<file path="src/rtl/sodc_defs.svh">
// Purpose: Constants of the serial opcode decoder
// Assumes: Master clock is the block clock
// Notes:   Opcodes, prefixes and wait counts
`ifndef SODC_DEFS_SVH
`define SODC_DEFS_SVH

`define SODC_OP_WAKE   8'h02
`define SODC_OP_STBY   8'h04
`define SODC_OP_RESET  8'h06
`define SODC_OP_START  8'h08
`define SODC_OP_STOP   8'h0A
`define SODC_OP_RDC    8'h10
`define SODC_OP_SDC    8'h11
`define SODC_OP_RDATA  8'h12

`define SODC_PFX_RD    3'h1
`define SODC_PFX_WR    3'h2
`define SODC_PFX_CNT   3'h0

// Master clock cycles taken by a soft reset
`define SODC_RST_CYC   5'h12
`define SODC_BIT_SYS   3'h6
`define SODC_BIT_LAST  3'h7

`endif

</file>
<file path="src/rtl/sodc_pkg.sv">
// Purpose: Types of the serial opcode decoder
// Assumes: Nothing
// Notes:   Constants live in sodc_defs.svh
package sodc_pkg;

    typedef struct packed {
        logic [4:0] addr;
        logic [7:0] data;
    } sodc_wr_t;

    typedef enum logic [4:0] {
        ST_OP   = 5'h01,
        ST_CNT  = 5'h02,
        ST_RD   = 5'h04,
        ST_WR   = 5'h08,
        ST_SKIP = 5'h10
    } sodc_state_t;

endpackage

</file>
<file path="src/rtl/sodc_top.sv">
// Purpose: Serial opcode decoder of the converter front-end
// Assumes: Serial pins are asynchronous; clk is the master clock
// Notes:   Serial mode 1: sample on falling, drive on rising edge
`timescale 1ns/10ps
`default_nettype none
`include "sodc_defs.svh"

module sodc_top
    import sodc_pkg::*;
#(
    parameter int RESULT_W = 32
) (
    input  wire logic                clk,
    input  wire logic                arst_n,
    input  wire logic                sclk,
    input  wire logic                cs_n,
    input  wire logic                din,
    output logic                     dout,
    output logic                     dout_oe,
    input  wire logic                start_pin,
    input  wire logic                conv_done,
    input  wire logic [RESULT_W-1:0] conv_data,
    output logic [4:0]               reg_rd_addr,
    input  wire logic [7:0]          reg_rd_data,
    output sodc_pkg::sodc_wr_t       reg_wr,
    output logic                     reg_wr_valid,
    input  wire logic                reg_wr_ready,
    output logic                     conv_run,
    output logic                     standby,
    output logic                     soft_reset,
    output logic                     cont_mode,
    output logic                     result_ready_n,
    output logic                     wr_overrun
);
    import sodc_pkg::*;

    // Pin synchronisers; stage 0 feeds stage 1 only
    logic [2:0]  sclk_sy;
    logic [1:0]  cs_sy;
    logic [1:0]  din_sy;
    logic [1:0]  start_sy;

    sodc_state_t          st_q;
    sodc_state_t          st_d;
    logic [2:0]           bit_q;
    logic [7:0]           rx_q;
    logic [4:0]           addr_q;
    logic [4:0]           cnt_q;
    logic [4:0]           rst_cnt_q;
    logic                 run_q;
    logic                 stopping_q;
    logic                 standby_q;
    logic                 cont_q;
    logic                 ld_q;
    logic                 rdp_q;
    logic                 rdy_n_q;
    logic                 ovr_q;
    logic                 wr_dir_q;
    logic                 dout_q;
    logic [RESULT_W-1:0]  sh_q;
    logic [RESULT_W-1:0]  result_q;
    logic                 buf_in_ready;

    always_ff @(posedge clk or negedge arst_n) begin
        if (!arst_n) begin
            sclk_sy  <= 3'h0;
            cs_sy    <= 2'h3;
            din_sy   <= 2'h0;
            start_sy <= 2'h0;
        end else begin
            sclk_sy  <= {sclk_sy[1:0], sclk};
            cs_sy    <= {cs_sy[0], cs_n};
            din_sy   <= {din_sy[0], din};
            start_sy <= {start_sy[0], start_pin};
        end
    end

    wire cs_act  = ~cs_sy[1];
    wire din_s   = din_sy[1];
    wire sc_rise = sclk_sy[1] & ~sclk_sy[2] & cs_act;
    wire sc_fall = ~sclk_sy[1] & sclk_sy[2] & cs_act;

    // Byte framing
    wire       edge7   = sc_fall & (bit_q == `SODC_BIT_SYS);
    wire       edge8   = sc_fall & (bit_q == `SODC_BIT_LAST);
    wire [7:0] rx_byte = {rx_q[6:0], din_s};
    // Last bit of a system opcode is always zero
    wire [7:0] op7     = {rx_q[5:0], din_s, 1'b0};

    wire busy     = (rst_cnt_q != 5'h00);
    wire op_phase = (st_q == ST_OP) & ~busy;
    wire take7    = edge7 & op_phase;
    wire take8    = edge8 & op_phase;

    wire do_wake  = take7 & (op7 == `SODC_OP_WAKE);
    wire do_stby  = take7 & (op7 == `SODC_OP_STBY);
    wire do_reset = take7 & (op7 == `SODC_OP_RESET);
    wire do_start = take7 & (op7 == `SODC_OP_START);
    wire do_stop  = take7 & (op7 == `SODC_OP_STOP);
    wire do_rdata = take7 & (op7 == `SODC_OP_RDATA);
    wire do_rdc   = take8 & (rx_byte == `SODC_OP_RDC);
    wire do_sdc   = take8 & (rx_byte == `SODC_OP_SDC);
    wire is_rd    = (rx_byte[7:5] == `SODC_PFX_RD);
    wire is_wr    = (rx_byte[7:5] == `SODC_PFX_WR);
    wire register_read_cmd_hit = take8 & is_rd & ~cont_q;
    wire register_write_cmd_hit = take8 & is_wr;
    wire cnt_ok   = (rx_byte[7:5] == `SODC_PFX_CNT);
    wire cnt_take = edge8 & (st_q == ST_CNT);
    wire last_reg = (cnt_q == 5'h00);
    wire rd_next  = edge8 & (st_q == ST_RD);
    wire wr_push  = edge8 & (st_q == ST_WR);

    // Conversions run by pin or by opcode
    wire run_eff   = start_sy[1] | run_q;
    wire conv_cap  = conv_done & run_eff;
    wire cont_ld   = conv_cap & cont_q & (st_q == ST_OP) & ~ld_q;
    wire rdata_ld  = rdp_q & edge8;

    always_comb begin
        st_d = st_q;
        unique case (st_q)
            ST_OP: begin
                if (register_read_cmd_hit | register_write_cmd_hit) st_d = ST_CNT;
                else if (take8 & is_rd) st_d = ST_SKIP;
            end
            ST_CNT: begin
                if (cnt_take) st_d = !cnt_ok ? ST_SKIP
                                   : (wr_dir_q ? ST_WR : ST_RD);
            end
            ST_RD: begin
                if (rd_next & last_reg) st_d = ST_SKIP;
            end
            ST_WR: begin
                if (wr_push & last_reg) st_d = ST_SKIP;
            end
            ST_SKIP: st_d = ST_SKIP;
            default: st_d = ST_OP;
        endcase
        // Deselect always ends a command
        if (!cs_act) st_d = ST_OP;
    end

    always_ff @(posedge clk or negedge arst_n) begin
        if (!arst_n) begin
            st_q  <= ST_OP;
            bit_q <= 3'h0;
            rx_q  <= 8'h00;
        end else begin
            st_q <= st_d;
            if (!cs_act) bit_q <= 3'h0;
            else if (sc_fall) bit_q <= bit_q + 3'h1;
            if (sc_fall) rx_q <= rx_byte;
        end
    end

    // Remembers the opcode's direction for the count byte
    always_ff @(posedge clk or negedge arst_n) begin
        if (!arst_n) begin
            addr_q   <= 5'h00;
            cnt_q    <= 5'h00;
            wr_dir_q <= 1'b0;
        end else if (register_read_cmd_hit | register_write_cmd_hit) begin
            addr_q   <= rx_byte[4:0];
            wr_dir_q <= is_wr;
        end else if (cnt_take) begin
            cnt_q  <= rx_byte[4:0];
        end else if ((rd_next | wr_push) & ~last_reg) begin
            addr_q <= addr_q + 5'h01;
            cnt_q  <= cnt_q - 5'h01;
        end
    end

    // Soft reset hold counter
    always_ff @(posedge clk or negedge arst_n) begin
        if (!arst_n) rst_cnt_q <= 5'h00;
        else if (do_reset) rst_cnt_q <= `SODC_RST_CYC;
        else if (busy) rst_cnt_q <= rst_cnt_q - 5'h01;
    end

    // Mode state; soft reset returns defaults
    always_ff @(posedge clk or negedge arst_n) begin
        if (!arst_n) begin
            standby_q <= 1'b0;
            cont_q    <= 1'b1;
        end else if (do_reset) begin
            standby_q <= 1'b0;
            cont_q    <= 1'b1;
        end else begin
            if (do_stby) standby_q <= 1'b1;
            else if (do_wake) standby_q <= 1'b0;
            if (do_rdc) cont_q <= 1'b1;
            else if (do_sdc) cont_q <= 1'b0;
        end
    end

    // Stop waits for the running conversion to end
    always_ff @(posedge clk or negedge arst_n) begin
        if (!arst_n) begin
            run_q      <= 1'b0;
            stopping_q <= 1'b0;
        end else if (do_reset) begin
            run_q      <= 1'b0;
            stopping_q <= 1'b0;
        end else if (do_start) begin
            run_q      <= 1'b1;
            stopping_q <= 1'b0;
        end else if (do_stop & run_q) begin
            stopping_q <= 1'b1;
        end else if (stopping_q & conv_done) begin
            run_q      <= 1'b0;
            stopping_q <= 1'b0;
        end
    end

    // Result copy stays for repeated reads
    always_ff @(posedge clk or negedge arst_n) begin
        if (!arst_n) begin
            result_q <= '0;
            rdy_n_q  <= 1'b1;
        end else if (conv_cap) begin
            result_q <= conv_data;
            rdy_n_q  <= 1'b0;
        end else if (sc_rise) begin
            rdy_n_q  <= 1'b1;
        end
    end

    // Register fetch is one cycle behind the address step
    always_ff @(posedge clk or negedge arst_n) begin
        if (!arst_n) begin
            ld_q  <= 1'b0;
            rdp_q <= 1'b0;
        end else begin
            ld_q <= (cnt_take & cnt_ok & ~wr_dir_q)
                  | (rd_next & ~last_reg);
            if (!cs_act | rdata_ld) rdp_q <= 1'b0;
            else if (do_rdata & run_eff) rdp_q <= 1'b1;
        end
    end

    // Output shift; load comes well before the next rising edge
    always_ff @(posedge clk or negedge arst_n) begin
        if (!arst_n) begin
            sh_q   <= '0;
            dout_q <= 1'b0;
        end else if (ld_q) begin
            sh_q <= {reg_rd_data, {(RESULT_W-8){1'b0}}};
        end else if (rdata_ld) begin
            sh_q <= result_q;
        end else if (cont_ld) begin
            sh_q <= conv_data;
        end else if (sc_rise) begin
            dout_q <= sh_q[RESULT_W-1];
            sh_q   <= {sh_q[RESULT_W-2:0], 1'b0};
        end
    end

    // Host cannot be stalled; a full buffer drops and flags
    always_ff @(posedge clk or negedge arst_n) begin
        if (!arst_n) ovr_q <= 1'b0;
        else if (wr_push & ~buf_in_ready) ovr_q <= 1'b1;
    end

    wire [$bits(sodc_wr_t)-1:0] buf_out;
    sodc_wr_t wr_word;
    assign wr_word = '{addr: addr_q, data: rx_byte};

    sodc_buf2 #(
        .W     ($bits(sodc_wr_t)),
        .DEPTH (2)
    ) u_wbuf (
        .clk       (clk),
        .arst_n    (arst_n),
        .in_valid  (wr_push),
        .in_ready  (buf_in_ready),
        .in_data   (wr_word),
        .out_valid (reg_wr_valid),
        .out_ready (reg_wr_ready),
        .out_data  (buf_out)
    );

    assign reg_wr         = sodc_wr_t'(buf_out);
    assign reg_rd_addr    = addr_q;
    assign dout           = dout_q;
    assign dout_oe        = cs_act;
    assign conv_run       = run_eff;
    assign standby        = standby_q;
    assign soft_reset     = busy;
    assign cont_mode      = cont_q;
    assign result_ready_n = rdy_n_q;
    assign wr_overrun     = ovr_q;

    chk_reset_len: assert property (@(posedge clk) disable iff (!arst_n)
        $rose(soft_reset) |-> ##17 soft_reset ##1 !soft_reset)
        else $error("soft reset length wrong");

    chk_stby_enter: assert property (@(posedge clk) disable iff (!arst_n)
        do_stby |=> standby ##1 (standby || $past(do_wake || do_reset)))
        else $error("standby not entered");

    chk_wake_exit: assert property (@(posedge clk) disable iff (!arst_n)
        do_wake && standby |=> !standby)
        else $error("standby not left");

    chk_start_keep: assert property (@(posedge clk) disable iff (!arst_n)
        do_start |=> run_q && !stopping_q)
        else $error("start did not run");

    chk_stop_finish: assert property (@(posedge clk) disable iff (!arst_n)
        do_stop && run_q && !conv_done |=> run_q && stopping_q
        ##1 (run_q || $past(conv_done)))
        else $error("stop cut conversion");

    chk_register_read_cmd_ignored: assert property (@(posedge clk) disable iff (!arst_n)
        take8 && is_rd && cont_q && cs_act |=> st_q == ST_SKIP)
        else $error("read taken in continuous");

    chk_unknown_op: assert property (@(posedge clk) disable iff (!arst_n)
        take8 && rx_byte == 8'hFF |=> $stable(cont_q) && $stable(run_q)
        && $stable(standby_q) && st_q == ST_OP)
        else $error("unknown opcode acted");

    chk_addr_step: assert property (@(posedge clk) disable iff (!arst_n)
        (rd_next || wr_push) && !last_reg |=>
        addr_q == $past(addr_q) + 5'h01 && cnt_q == $past(cnt_q) - 5'h01)
        else $error("address not consecutive");

    chk_register_read_cmd_msb: assert property (@(posedge clk) disable iff (!arst_n)
        ld_q |=> sh_q[RESULT_W-1] == $past(reg_rd_data[7]))
        else $error("register MSB not loaded");

    chk_cont_load: assert property (@(posedge clk) disable iff (!arst_n)
        cont_ld && !rdata_ld |=> sh_q == $past(conv_data) && !result_ready_n)
        else $error("continuous load missed");

endmodule
`default_nettype wire

</file>
<file path="src/rtl/sodc_buf2.sv">
// Purpose: Small valid/ready buffer for register writes
// Assumes: Single clock, both sides on clk
// Notes:   Full and empty are exact
`timescale 1ns/10ps
`default_nettype none
module sodc_buf2 #(
    parameter int W     = 13,
    parameter int DEPTH = 2
) (
    input  wire logic         clk,
    input  wire logic         arst_n,
    input  wire logic         in_valid,
    output logic              in_ready,
    input  wire logic [W-1:0] in_data,
    output logic              out_valid,
    input  wire logic         out_ready,
    output logic [W-1:0]      out_data
);
    localparam int AW = (DEPTH > 1) ? $clog2(DEPTH) : 1;

    logic [W-1:0]  mem_q [DEPTH];
    logic [AW-1:0] wp_q;
    logic [AW-1:0] rp_q;
    logic [AW:0]   cnt_q;

    wire push = in_valid & in_ready;
    wire pop  = out_valid & out_ready;
    wire [AW-1:0] wp_nx = (wp_q == AW'(DEPTH - 1)) ? '0 : wp_q + 1'b1;
    wire [AW-1:0] rp_nx = (rp_q == AW'(DEPTH - 1)) ? '0 : rp_q + 1'b1;

    assign in_ready  = (cnt_q != (AW+1)'(DEPTH));
    assign out_valid = (cnt_q != '0);
    assign out_data  = mem_q[rp_q];

    always_ff @(posedge clk or negedge arst_n) begin
        if (!arst_n) begin
            wp_q  <= '0;
            rp_q  <= '0;
            cnt_q <= '0;
        end else begin
            if (push) wp_q <= wp_nx;
            if (pop) rp_q <= rp_nx;
            cnt_q <= cnt_q + (AW+1)'(push) - (AW+1)'(pop);
        end
    end

    // Storage needs no reset; out_valid masks it
    always_ff @(posedge clk) begin
        if (push) mem_q[wp_q] <= in_data;
    end

endmodule
`default_nettype wire

</file>
<file path="config.mk">
export PLATFORM = sky130hd
export DESIGN_NAME = sodc_top
export DESIGN_NICKNAME = d
export VERILOG_FILES = /design/src/rtl/sodc_pkg.sv /design/src/rtl/sodc_top.sv /design/src/rtl/sodc_buf2.sv
export VERILOG_INCLUDE_DIRS = /design/src /design/src/rtl
export SDC_FILE = /design/constraint.sdc
export NUM_CORES = 1
export LEC_CHECK = 0
export BUFFER_PORTS_ARGS = -buffer_cell sky130_fd_sc_hd__buf_2
export CELL_PAD_IN_SITES_DETAIL_PLACEMENT = 0
export CELL_PAD_IN_SITES_GLOBAL_PLACEMENT = 1
export CORE_ASPECT_RATIO = 0.7
export CORE_MARGIN = 2
export CORE_UTILIZATION = 30
export DETAILED_ROUTE_END_ITERATION = 10
export GPL_TIMING_DRIVEN = 0
export PLACE_DENSITY_LB_ADDON = 0.1
export SYNTH_ARGS = -nofsm -noshare
export SYNTH_HDL_FRONTEND = slang
export SYNTH_SLANG_ARGS = --single-unit
export TNS_END_PERCENT = 20
</file>
<file path="constraint.sdc">
create_clock -name clk -period 2.6 [get_ports clk]
set_input_delay 0.13 -clock clk [delete_from_list [all_inputs] [get_ports clk]]
set_output_delay 0.13 -clock clk [all_outputs]
set_load 0.02 [all_outputs]
</file>
After elaboration in Yosys (flattened, before gate mapping)
Memory sizes are Yosys's and may differ from the RTL's. Index checks and enable logic that the tools add are counted.

Flip-flop bits (word level): 117. Memory bits (writable): 26. Bits of input ports: 48. Logic and storage cells: 178. Memories kept: 1.

Memory list: u_wbuf.mem_q (words 2, width 13, read ports 1, clocked after Yosys merged registers in 0, wr ports 1, RTL line sodc_buf2.sv:21) `logic [W-1:0] mem_q [DEPTH];`.

$add $sub $neg: 8. Eq/ne operators: 24. Multiplexer cells: 43. Bitwise operators: 57. Reductions and logical operators: 20.

Operators with widths (number): $mux W32 (4); $mux W5 (14); $and A1 B1 Y1 (40); $pmux W5 S5 (1); $mux W1 (21); $eq A8 B5 Y1 const B (2); $eq A7 B2 Y1 const B (2); $eq A7 B3 Y1 const B (2); $reduce_bool A2 Y1 (7); $not A1 Y1 (12); $sub A5 B1 Y5 const B (2); $reduce_bool A3 Y1 (3); $reduce_and A4 Y1 (2); $reduce_bool A4 Y1 (2); $eq A7 B1 Y1 const B (1); $eq A7 B4 Y1 const B (1); $eq A3 B3 Y1 const B (2); $mux W3 (2); $ne A3 B2 Y1 const B (2); $ne A3 B3 Y1 const B (2); $reduce_and A2 Y1 (3); $add A5 B1 Y5 const B (1); $eq A5 B1 Y1 const B (1); $eq A5 B2 Y1 const B (1); 17 further kinds (22).

Logic depth before layout (Yosys ltp)
Gate-level depths: netlist of run 1.

Word-level depth: 11. Mapped depth: 9.

Hierarchy
From an unflattened synthesis of run 1, not the netlist that was laid out.

Cells, all modules: 640. Area total of the unflattened synthesis: 7234.4 sq um.

By module, submodules not included: sodc_top (times used 1, cells an instance 578, area an instance 6080.8 sq um, seq. area each 2834.0 sq um); sodc_buf2 (times used 1, cells an instance 62, area an instance 1153.6 sq um, seq. area each 880.8 sq um).

Worst setup path before layout of run 1
OpenSTA, ideal clock, no wires.

Path type: reg2reg. Start point: register bit_q[0]. End point: memory u_wbuf.mem_q[0][0], enable pin. Library setup time: 0.384 ns. Arrival time: 2.013 ns. Slack: 0.203 ns. Cell stages (with the launch flop): 7. Clock period less this slack: 2.397 ns. Path through: dfrtp_1 ha_1 ha_1 and4bb_2 nand4_1 a21oi_1 nor2b_1.

Longest elaborated chain between the ends: 6.

RTL lines: start: declaration (RTL line sodc_top.sv:45) `logic [2:0] bit_q;`; start signal: assignment (RTL line sodc_top.sv:151) `else if (sc_fall) bit_q <= bit_q + 3'h1;`; $eq A3 B3 Y1 (no line); $and A1 B1 Y1 (RTL line sodc_top.sv:85) `` wire edge8 = sc_fall & (bit_q == `SODC_BIT_LAST); ``; $and A1 B1 Y1 (RTL line sodc_top.sv:111) `wire wr_push = edge8 & (st_q == ST_WR);`; $and A1 B1 Y1 (RTL line sodc_buf2.sv:26) `wire push = in_valid & in_ready;`; via u_wbuf.push (RTL line sodc_buf2.sv:26); $mux W1 (RTL line sodc_buf2.sv:49) `if (push) mem_q[wp_q] <= in_data;`; $mux W1 (not written as such) (RTL line sodc_buf2.sv:49); end: declaration (RTL line sodc_buf2.sv:21).

The timed path passes the listed nets, and every way through them passes these cells.

Worst setup path after layout of run 1
Start point: register bit_q[0]. End point: register sh_q[8].

Longest elaborated chain between the ends: 5. Elaborated cells between the ends (all ways): 6. Classes of those cells: eq/ne (1); mux (2); bitwise (2); reduce/logical (1).

RTL lines: $eq A3 B3 Y1 (no line) *; $and A1 B1 Y1 * (RTL line sodc_top.sv:85); $and A1 B1 Y1 * (RTL line sodc_top.sv:117) `wire rdata_ld = rdp_q & edge8;`; $mux W32 (RTL line sodc_top.sv:248) `end else if (rdata_ld) begin`; $mux W32 (RTL line sodc_top.sv:246) `end else if (ld_q) begin`; end signal: assignment (RTL line sodc_top.sv:247) `sh_q <= {reg_rd_data, {(RESULT_W-8){1'b0}}};`; end signal: assignment (RTL line sodc_top.sv:249) `sh_q <= result_q;`; end signal: assignment (RTL line sodc_top.sv:251) `sh_q <= conv_data;`; end: declaration (RTL line sodc_top.sv:60) `logic [RESULT_W-1:0] sh_q;`.

Mark *: on every way between the ends. The rest lies on a longest branch, timed or not. A chain may end at the register's enable or synchronous reset.

==> impl_metrics.ini, run 1 <==
[timing]
hold_viol = 0
fin_crit_sh_pct = 94.8
layout_setup_ws_ns = 0.136
max_freq_mhz = 406
layout_min_cycle_time_ns = 2.46
fin_setup_tns_ns = 0
rsz0062_at_grt = false
tightest_slew_ns = 0.666
slew_headroom_pct = 55.6
slew_viol_final = 0
fin_worst_skew_ns = 0.0123
finalSetupViolations = 0

[clock_tree]
cts_tree = yes
clock-root-buffer = clkbuf_16
clk_path_buf_depth = 2
cts_num_sinks = 143
clock_latency_ns = 0.43
htree_levels = 4
cts.clk_slew.worst_paths_ns = 0.06
cts_made_buffers = 17

[finish]
area_growth_syn_to_layout_pct = 27.7
drive_gt1_share_pct = 20.9
num-nets-final = 867
antenna_cells = 0
finish.utilization_pct = 39.4

[synth]
synth_ff_type = dfrtp_1
yosys.cell_types.count = 63
synth_nets = 727
yosysTopAreaCellShare_pct = 39.8
synth_edf_count = 26
syn_area_per_cell_um2 = 10.5
yosysWarnings = 0
synth.area.top_cells = dfrtp_1 40%, edfxtp_1 11%, nand2_1 5.9%, a21oi_1 4.1%, mux2i_1 3.7%
async_flop_share_pct = 81.8
netlist_instances = 669
synth-seq-cells = 143
ys_seq_area_share_pct = 52.7
netlist_area_mm2 = 0.00704
synth_area_leader_cell = dfrtp_1

[routing]
first_pass_iters = 5
drt_iter0_drc = 370
vias = 5591
drc = 0
vias_per_cell = 4.93
avgRoutedWirePerCell_um = 17.9
drt.antenna.violating_nets = 0
wl_um = 20300

[power_and_ir_drop]
p_seq_share_pct = 41.9
p_sw_w = 0.00186
powerDensity_mw_per_mm2 = 729
p_clk_share_pct = 42.3
p_leak_nw = 3.89
switching_share_pct = 28.3
combinationalPowerShare_pct = 15.9
intPower_w = 0.00470
peakVddDrop_v = 0.000470

[global_routing]
antenna_found_initial = 0
grt.total_usage_pct = 17.1
grt_pass1_wl_um = 32500
grt_max_degree = 91
grt_pass1_vias = 5612
overflow = 0

[floorplanning]
die_h_um = 132
ios = 75
core_area_mm2 = 0.0228
rows = 46
chipWidth_um = 187
die_area_mm2 = 0.0247
initial_core_util_pct = 30.8

[place]
gp_congestion = 0.784
dp_hpwl_um = 13900
dp_worst_setup_slack_ns = -0.532
portBuffers = 74

[critical_path]
crit_path_max_fanout = 10
r2r_slack_ns = 0.14
path_class = reg2reg
crit_path_end_kind = flop
cp-start-kind = flop
worstPathRequired_ns = 2.96
cp.arrival_ns = 2.83

[hold_path]
hp-class = in2reg

[flow_run]
maxCapViolCount = 0

[run_status]
outcome = finished, final reports clean
-- logic make-up (layout without fill, tap and decap cells) --
group | Yosys count | after routing | synth area share (%)
XOR/XNOR | 12 | 12 | 1.49
adder cells (fa/ha/maj) | 10 | 10 | 1.78
AND/OR/NAND/NOR | 233 | 233 | 16.8
flip-flops | 143 | 143 | 52.7
buffers and inverters | 68 | 221 | 4.33
multiplexers | 47 | 47 | 7.11
AO/OA/AOI/OAI | 156 | 156 | 15.7
-- cell type report --
class                      instances  area [µm²]
fill                            2304       13900
sequential                       143        3710
multi-input combinational        458        3050
timing repair buffer             121         875
clock buffer                      17         425
tap                              312         390
clock inverter                    15         236
buffer                            46         224
inverter                          22        82.6
-- per-stage QoR --
stage	power, W	hold slack [ns]	area [µm²]	cells
global route	0.00689	0.0796	8990	1134
floorplan	0.00338	-0.166	7040	669
detailed placement	0.00378	0.0321	7840	1056
finish	0.00655	0.0577	8990	1134
CTS	0.00664	0.0416	8970	1133
global placement	0.00374	0.237	7800	1055
-- cells in the mapped netlist (7+ instances only) --
library cell and number:
dfrtp_1 112, nand2_1 111, o21ai_0 7, a32oi_1 8, ha_1 10, or3_1 11, o21bai_1 7, inv_1 22
edfxtp_1 26, o31ai_1 9, nand2b_1 26, mux2i_1 26, clkbuf_1 18, buf_2 16, a21oi_1 58, nor3_1 11
nor2_1 20, a32o_1 24, a211oi_1 7, mux2_2 20, nand3_1 7
-- what timing repair did --
action	4_1_cts	5_1_grt
hold endpoints to repair	73	0
hold buffers	45	0
setup endpoints to repair	36	45
pin swaps	0	0
gates resized for setup	4	3
buffers inserted	0	1
-- power by group through the flow --
stage          Clock [W]  Combinational (W)  Sequential, W
6_report         0.00277            0.00104        0.00274
5_1_grt          0.00294            0.00117        0.00278
4_1_cts          0.00284            0.00106        0.00274
3_5_place_dp           0           0.000998        0.00279
3_3_place_gp           0           0.000969        0.00277
2_1_floorplan          0           0.000674        0.00271
-- flip-flops by register name (all words and copies together), names as in the netlist, 2 cells and up --
name,flops
result_q,32
sh_q,32
u_wbuf.mem_q,26
rx_q,7
cnt_q,5
reg_rd_addr,5
rst_cnt_q,5
st_q,5
bit_q,3
sclk_sy,3
cs_sy,2
din_sy,2
start_sy,2
u_wbuf.cnt_q,2
-- critical path, cell delays in order, from the launching register on --
cell      delay, ns
dfrtp_1        0.40
ha_1           0.21
ha_1           0.21
and2_1         0.16
buf_2          0.19
a211oi_4       0.50
and2_1         0.21
buf_4          0.20
buf_6          0.18
a32o_1         0.13
-- layout by cell type (no fill, tap or decap), drive strengths merged, types with 4 or more instances in the layout --
master	count
nand4b	4
o21ai	7
o211ai	6
a221o	4
bufinv	5
nand2	112
buf	103
a211oi	8
mux2	21
nand4	8
o31ai	9
dfstp	5
clkinv	5
edfxtp	26
clkbuf	36
nor2	20
a41oi	5
xnor2	6
inv	24
nor3	12
or3	11
mux2i	26
a32oi	8
nand2b	26
a32o	24
ha	10
xor2	6
and2	6
dfrtp	112
dlygate4sd3	45
a21o	5
a21oi	58
or2	4
nand3	7
nor2b	5
o21bai	7
-- path summary, 6_finish.rpt --
path / startpoint / endpoint / depth (start not counted)
worst max-delay path: bit_q[0] / sh_q[8] / 9
worst min-delay path: reg_wr_ready / u_wbuf.rp_q / 3
worst max register to register: bit_q[0] / sh_q[8] / 9
min in group asynchronous: arst_n / rst_cnt_q[4] / 2
worst min register to register: sclk_sy[0] / sclk_sy[1] / 0
max in group asynchronous: arst_n / st_q[0] / 3
-- per-layer routing --
| layer | share of wire, % | global-route usage, % | vias up |
|---|---|---|---|
| met5 | 0 | 0 | - |
| met3 | 4.6 | 4.02 | 17 |
| li1 | - | - | 2702 |
| met4 | 1.3 | 5.11 | 0 |
| met1 | 54 | 27.0 | 2727 |
| met2 | 40 | 22.6 | 145 |
No activity file was read; power rests on OpenSTA's default activity.
==> run 2, diff against run 1 <==
Settings changed: CELL_PAD_IN_SITES_DETAIL_PLACEMENT 0 to unset, CELL_PAD_IN_SITES_GLOBAL_PLACEMENT 1 to unset, PLACE_DENSITY_LB_ADDON 0.1 to unset.
==> impl_metrics.ini, run 2 (synthesis results as in run 1) <==
[run_status]
outcome = finished, final reports clean

[place]
portBuffers = 74
dp_hpwl_um = 12800
dp_worst_setup_slack_ns = -0.377
gp_congestion = 0.802

[timing]
max_freq_mhz = 404
fin_setup_tns_ns = 0
layout_min_cycle_time_ns = 2.48
tightest_slew_ns = 0.914
finalSetupViolations = 0
hold_viol = 0
layout_setup_ws_ns = 0.123
slew_headroom_pct = 38.5
fin_crit_sh_pct = 95.3
fin_worst_skew_ns = 0.0105
slew_viol_final = 0
rsz0062_at_grt = false

[critical_path]
r2r_slack_ns = 0.12
cpPeakStageDelay_ns = 0.52
worstPathCellList = ha_1 > ha_1 > and2_1 > buf_2 > a211oi_4 > and2_1 > buf_4 > buf_6 > a32o_1
cp.arrival_ns = 2.84
slowest_stage = a211oi_4
cp-start-kind = flop
crit_path_max_fanout = 10
path_class = reg2reg
worstPathRequired_ns = 2.96
crit_path_end_kind = flop

[floorplanning]
ios = 75
chipWidth_um = 187
die_h_um = 132
rows = 46
die_area_mm2 = 0.0247
initial_core_util_pct = 30.8
core_area_mm2 = 0.0228

[routing]
avgRoutedWirePerCell_um = 16.4
vias_per_cell = 5.00
wl_um = 18600
drc = 0
drt.antenna.violating_nets = 0
vias = 5673
first_pass_iters = 5
drt_iter0_drc = 527

[global_routing]
antenna_found_initial = 2
overflow = 0
grt_max_degree = 82
grt_pass1_wl_um = 30200
grt_pass1_vias = 5430
grt.total_usage_pct = 15.4

[clock_tree]
clock-root-buffer = clkbuf_16
cts.clk_slew.worst_paths_ns = 0.06
cts_made_buffers = 17
cts_num_sinks = 143
clock_latency_ns = 0.43
htree_levels = 4
cts_tree = yes
clk_path_buf_depth = 2

[finish]
multi_input_area_mm2 = 0.00304
drive_gt1_share_pct = 20.2
regArea_mm2 = 0.00371
fillers = 2252
reg_top3 = result_q (32), sh_q (32), u_wbuf.mem_q (26)
final_common_cell = dfrtp_1
num-nets-final = 866
layout_common_cells = 112 x dfrtp_1, 111 x nand2_1, 89 x buf_2, 58 x a21oi_1, 45 x dlygate4sd3_1
area_growth_syn_to_layout_pct = 25.9

[flow_run]
maxCapViolCount = 0

[power_and_ir_drop]
peakVddDrop_v = 0.000527
powerDensity_mw_per_mm2 = 682
p_leak_nw = 3.83

[hold_path]
hp-class = in2reg
## run 2: cell count changes in the layout (fill, tap and decap cells not counted), moves of 2 or more
cell / before / now
clkinv_4: 5 / 1
clkinv_2: 0 / 2
bufinv_16: 5 / 0
clkbuf_1: 18 / 21
clkbuf_8: 0 / 3
clkinvlp_4: 3 / 5
## run 2: final timing paths
kind | start | end | cells after the start
hold / removal | conv_done | stopping_q | 3
hold reg to reg | din_sy[0] | din_sy[1] | 0
max in group asynchronous | arst_n | cs_sy[0] | 3
setup / recovery | bit_q[0] | sh_q[9] | 9
setup reg to reg | bit_q[0] | sh_q[9] | 9
min in group asynchronous | arst_n | sh_q[5] | 2
## run 2: through the flow
stage	cells	hold WS [ns]	cell area, µm²	util, %	power [W]
2_1_floorplan	669	-0.166	7040	-	0.00338
5_1_grt	1134	0.0360	8870	38.8	0.00635
4_1_cts	1133	0.0270	8860	38.8	0.00611
3_3_place_gp	1055	0.237	7800	34.2	0.00371
6_report	1134	0.0455	8870	38.8	0.00605
3_5_place_dp	1056	0.0711	7840	34.3	0.00374
## run 2: area by class of cell
class / count / share of cell area [%]
sequential: 143 / 41.9
multi-input combinational: 458 / 34.3
tap: 312 / 4.40
timing repair buffer: 120 / 9.64
antenna: 1 / 0.0282
inverter: 22 / 0.931
clock inverter: 8 / 0.635
buffer: 46 / 2.51
clock buffer: 24 / 5.67
## run 2: routing by layer
| metal | up-vias | track usage [%] | share of wire (%) |
|---|---|---|---|
| met5 | - | 0 | 0.070 |
| met4 | 2 | 4.76 | 1.5 |
| met3 | 21 | 4.71 | 5.4 |
| met2 | 138 | 20.9 | 41 |
| met1 | 2805 | 23.1 | 52 |
| li1 | 2707 | - | - |
## run 2: power breakdown
| group | total (W) | internal [W] | switching [W] | leakage [nW] |
|---|---|---|---|---|
| clock | 0.00229 | 0.00135 | 0.000945 | 0.260 |
| combinational | 0.00102 | 0.000464 | 0.000560 | 1.79 |
| sequential | 0.00273 | 0.00252 | 0.000213 | 1.78 |
| total | 0.00605 | 0.00433 | 0.00172 | 3.83 |
## run 2: worst max-delay path, delay by kind of cell (launching register included)
family,cells,cell delay (ns)
buffers and inverters,3,0.55
AND/OR/NAND/NOR,2,0.37
AO/OA/AOI/OAI,2,0.66
adder cells (fa/ha/maj),2,0.43
flip-flops,1,0.40
## run 2: repair_timing
action | 4_1_cts | 5_1_grt
gates resized for setup | 3 | 1
buffers inserted | 0 | 0
setup endpoints to repair | 23 | 13
hold endpoints to repair | 80 | 0
hold buffers | 45 | 0
==> run 3, diff against run 2 <==
Settings changed: SLEW_MARGIN set to 0, SYNTH_HIERARCHICAL set to 1.
==> impl_metrics.ini, run 3 <==
[synth]
ys_seq_area_share_pct = 51.3
syn_area_per_cell_um2 = 11.3
synth.area.mux_share_pct = 7.58
netlist_instances = 640
synth.area.top_cells = dfrtp_1 39%, edfxtp_1 11%, mux2_2 7.0%, o32ai_2 4.7%, a41oi_1 3.8%
synthSimpleGateAreaFrac_pct = 12.9
yosysWarnings = 6
async_flop_share_pct = 81.8
synth-compound-area-share_pct = 19.5
synth_nets = 697
synth-seq-cells = 143
synth_most_common_cell = dfrtp_1
netlist_area_mm2 = 0.00723
synth-xor-area-share_pct = 1.57
synthTopCellsByCount = 112 x dfrtp_1, 57 x nor2_1, 46 x inv_1, 45 x mux2_2, 33 x a211oi_1
synth_fa_ha_area_share_pct = 1.56
synth_ff_type = dfrtp_1
yosysTopAreaCellShare_pct = 38.7
synth_edf_count = 26
synth_top_family_by_area = compound AO/OA/AOI/OAI gates
synth_area_leader_cell = dfrtp_1
yosys.cell_types.count = 70

[routing]
wl_met1_um = 10000
wl_met3_um = 946
wl_met2_um = 7890
first_pass_iters = 5
drc = 0
vias_per_cell = 5.11
drt_iter0_drc = 380
vias = 5691
wl_um = 19100
drt.antenna.violating_nets = 0
highest_layer = met4
avgRoutedWirePerCell_um = 17.1

[critical_path]
crit_path_max_fanout = 9
path_class = reg2reg
worstPathCellList = ha_1 > ha_1 > nor4bb_1 > buf_2 > nand4_1 > nor4_1 > o221a_2
cp.arrival_ns = 2.82
crit_top_cell = ha_1
cp-start-kind = flop
worstPathRequired_ns = 2.97
cpPeakStageDelay_ns = 0.48
reg2reg_depth = 7
crit_path_end_kind = flop
slowest_stage = nor4_1

[finish]
final_cell_count_no_fill = 1113
area_growth_syn_to_layout_pct = 26.1
num-nets-final = 839
antenna_cells = 0
drive_gt1_share_pct = 27.4
design_area_mm2 = 0.00912
reg_top3 = result_q (32), sh_q (32), u_wbuf/mem_q (26)
final_common_cell = dfrtp_1
layout_common_cells = 112 x dfrtp_1, 84 x buf_2, 56 x nor2_1, 46 x inv_1

[floorplanning]
ios = 75
rows = 47
core_area_mm2 = 0.0236
die_area_mm2 = 0.0254
initial_core_util_pct = 30.6
die_h_um = 134
chipWidth_um = 190

[place]
dp_worst_setup_slack_ns = -0.434
portBuffers = 74
gp_congestion = 0.833
dp_hpwl_um = 12900
place_inst = 1033
placed_area_mm2 = 0.00804

[timing]
fin_crit_sh_pct = 94.3
fin_setup_tns_ns = 0
finalSetupViolations = 0
slew_headroom_pct = 38.6
layout_min_cycle_time_ns = 2.45
slew_viol_final = 0
hold_viol = 0
layout_setup_ws_ns = 0.149
tightest_slew_ns = 0.912
rsz0062_at_grt = false
fin_worst_skew_ns = 0.0126
max_freq_mhz = 408

[run_status]
outcome = finished, final reports clean

[clock_tree]
cts_tree = yes
htree_levels = 4
clock-root-buffer = clkbuf_16
cts.clk_slew.worst_paths_ns = 0.07
clock_latency_ns = 0.43
cts_made_buffers = 17
cts_num_sinks = 143
clk_path_buf_depth = 2

[global_routing]
grt_pass1_wl_um = 31200
grt.total_usage_pct = 15.8
grt_pass1_vias = 5553
overflow = 0
grt_max_degree = 64
antenna_found_initial = 0

[power_and_ir_drop]
p_clk_share_pct = 39.4
combinationalPowerShare_pct = 16.3
power_w = 0.00617
intPower_w = 0.00438
p_sw_w = 0.00179
peakVddDrop_v = 0.000495
p_seq_share_pct = 44.3
p_leak_nw = 3.89
powerDensity_mw_per_mm2 = 676
switching_share_pct = 29.0

[hold_path]
hp-class = in2reg
min_path_cells = 3

[flow_run]
maxCapViolCount = 0
==> run 3: cell count changes in the layout (fill, tap and decap cells not counted), moves of 25 or more <==
cell	previous run	this run
nor2_1	20	56
mux2_2	20	45
nand2_1	111	31
a211oi_1	7	33
a21oi_1	58	5
a41oi_1	5	31
==> run 3: cells by family (layout without fill, tap and decap cells) <==
| logic type | Yosys count | count (layout) |
|---|---|---|
| flops | 143 | 143 |
| compound gates | 160 | 160 |
| buf+inv | 95 | 250 |
| simple gates | 171 | 171 |
| xor+xnor | 13 | 13 |
| mux | 49 | 49 |
| fa+ha+maj | 9 | 9 |
==> run 3: path summary, 6_finish.rpt <==
check                             start           end  slack [ns]
max                            bit_q[0]       st_q[4]        0.15
min                        reg_wr_ready   u_wbuf/rp_q        0.04
max reg2reg                    bit_q[0]       st_q[4]        0.15
min reg2reg                 start_sy[0]   start_sy[1]        0.35
max in group asynchronous        arst_n      cs_sy[0]        1.64
min in group asynchronous        arst_n  result_q[16]        0.23
==> run 3: power groups by stage <==
stage                     logic (W)  registers (W)  clock network [W]
after floorplan            0.000689        0.00272                  0
after global placement     0.000924        0.00276                  0
after detailed placement   0.000945        0.00277                  0
after CTS                   0.00101        0.00273            0.00248
after global routing        0.00112        0.00277            0.00260
final                       0.00100        0.00273            0.00243
==> run 3: layout make-up <==
cell class | instances | area [µm²]
fillers | 2346 | 14500
flip-flops and latches | 143 | 3710
multi-input cells | 402 | 3130
repair buffers | 123 | 890
clock buffers | 17 | 425
well taps | 318 | 398
plain buffers | 49 | 235
inverters | 46 | 173
clock inverters | 15 | 155
==> run 3: worst max-delay path, delay by kind of cell, from the launching register on <==
family	cells	cell delay, ns
AND/OR/NAND/NOR	3	1.11
adder cells (fa/ha/maj)	2	0.40
flip-flops	1	0.38
AO/OA/AOI/OAI	1	0.26
buffers and inverters	1	0.24
==> run 3: per-stage QoR <==
step	util, %	hold slack (ns)
finish	38.6	0.0401
global route	38.6	0.0506
CTS	38.4	0.0380
detailed placement	34.0	0.136
global placement	33.9	0.236
floorplan	-	-0.166
==> run 3: timing repair <==
item                                    in CTS  in global routing
resized for setup                            3                  7
endpoints found under the hold margin       98                  0
pin swaps                                    0                  2
hold buffers                                45                  0
endpoints found under the setup margin      26                 36
setup buffers                                0                  3
==> run 3: routing by layer <==
layer / vias up / global-route usage (%)
met2: 150 / 21.9
met1: 2809 / 24.5
met5: - / 0
met3: 17 / 3.32
met4: 0 / 4.52
li1: 2715 / -
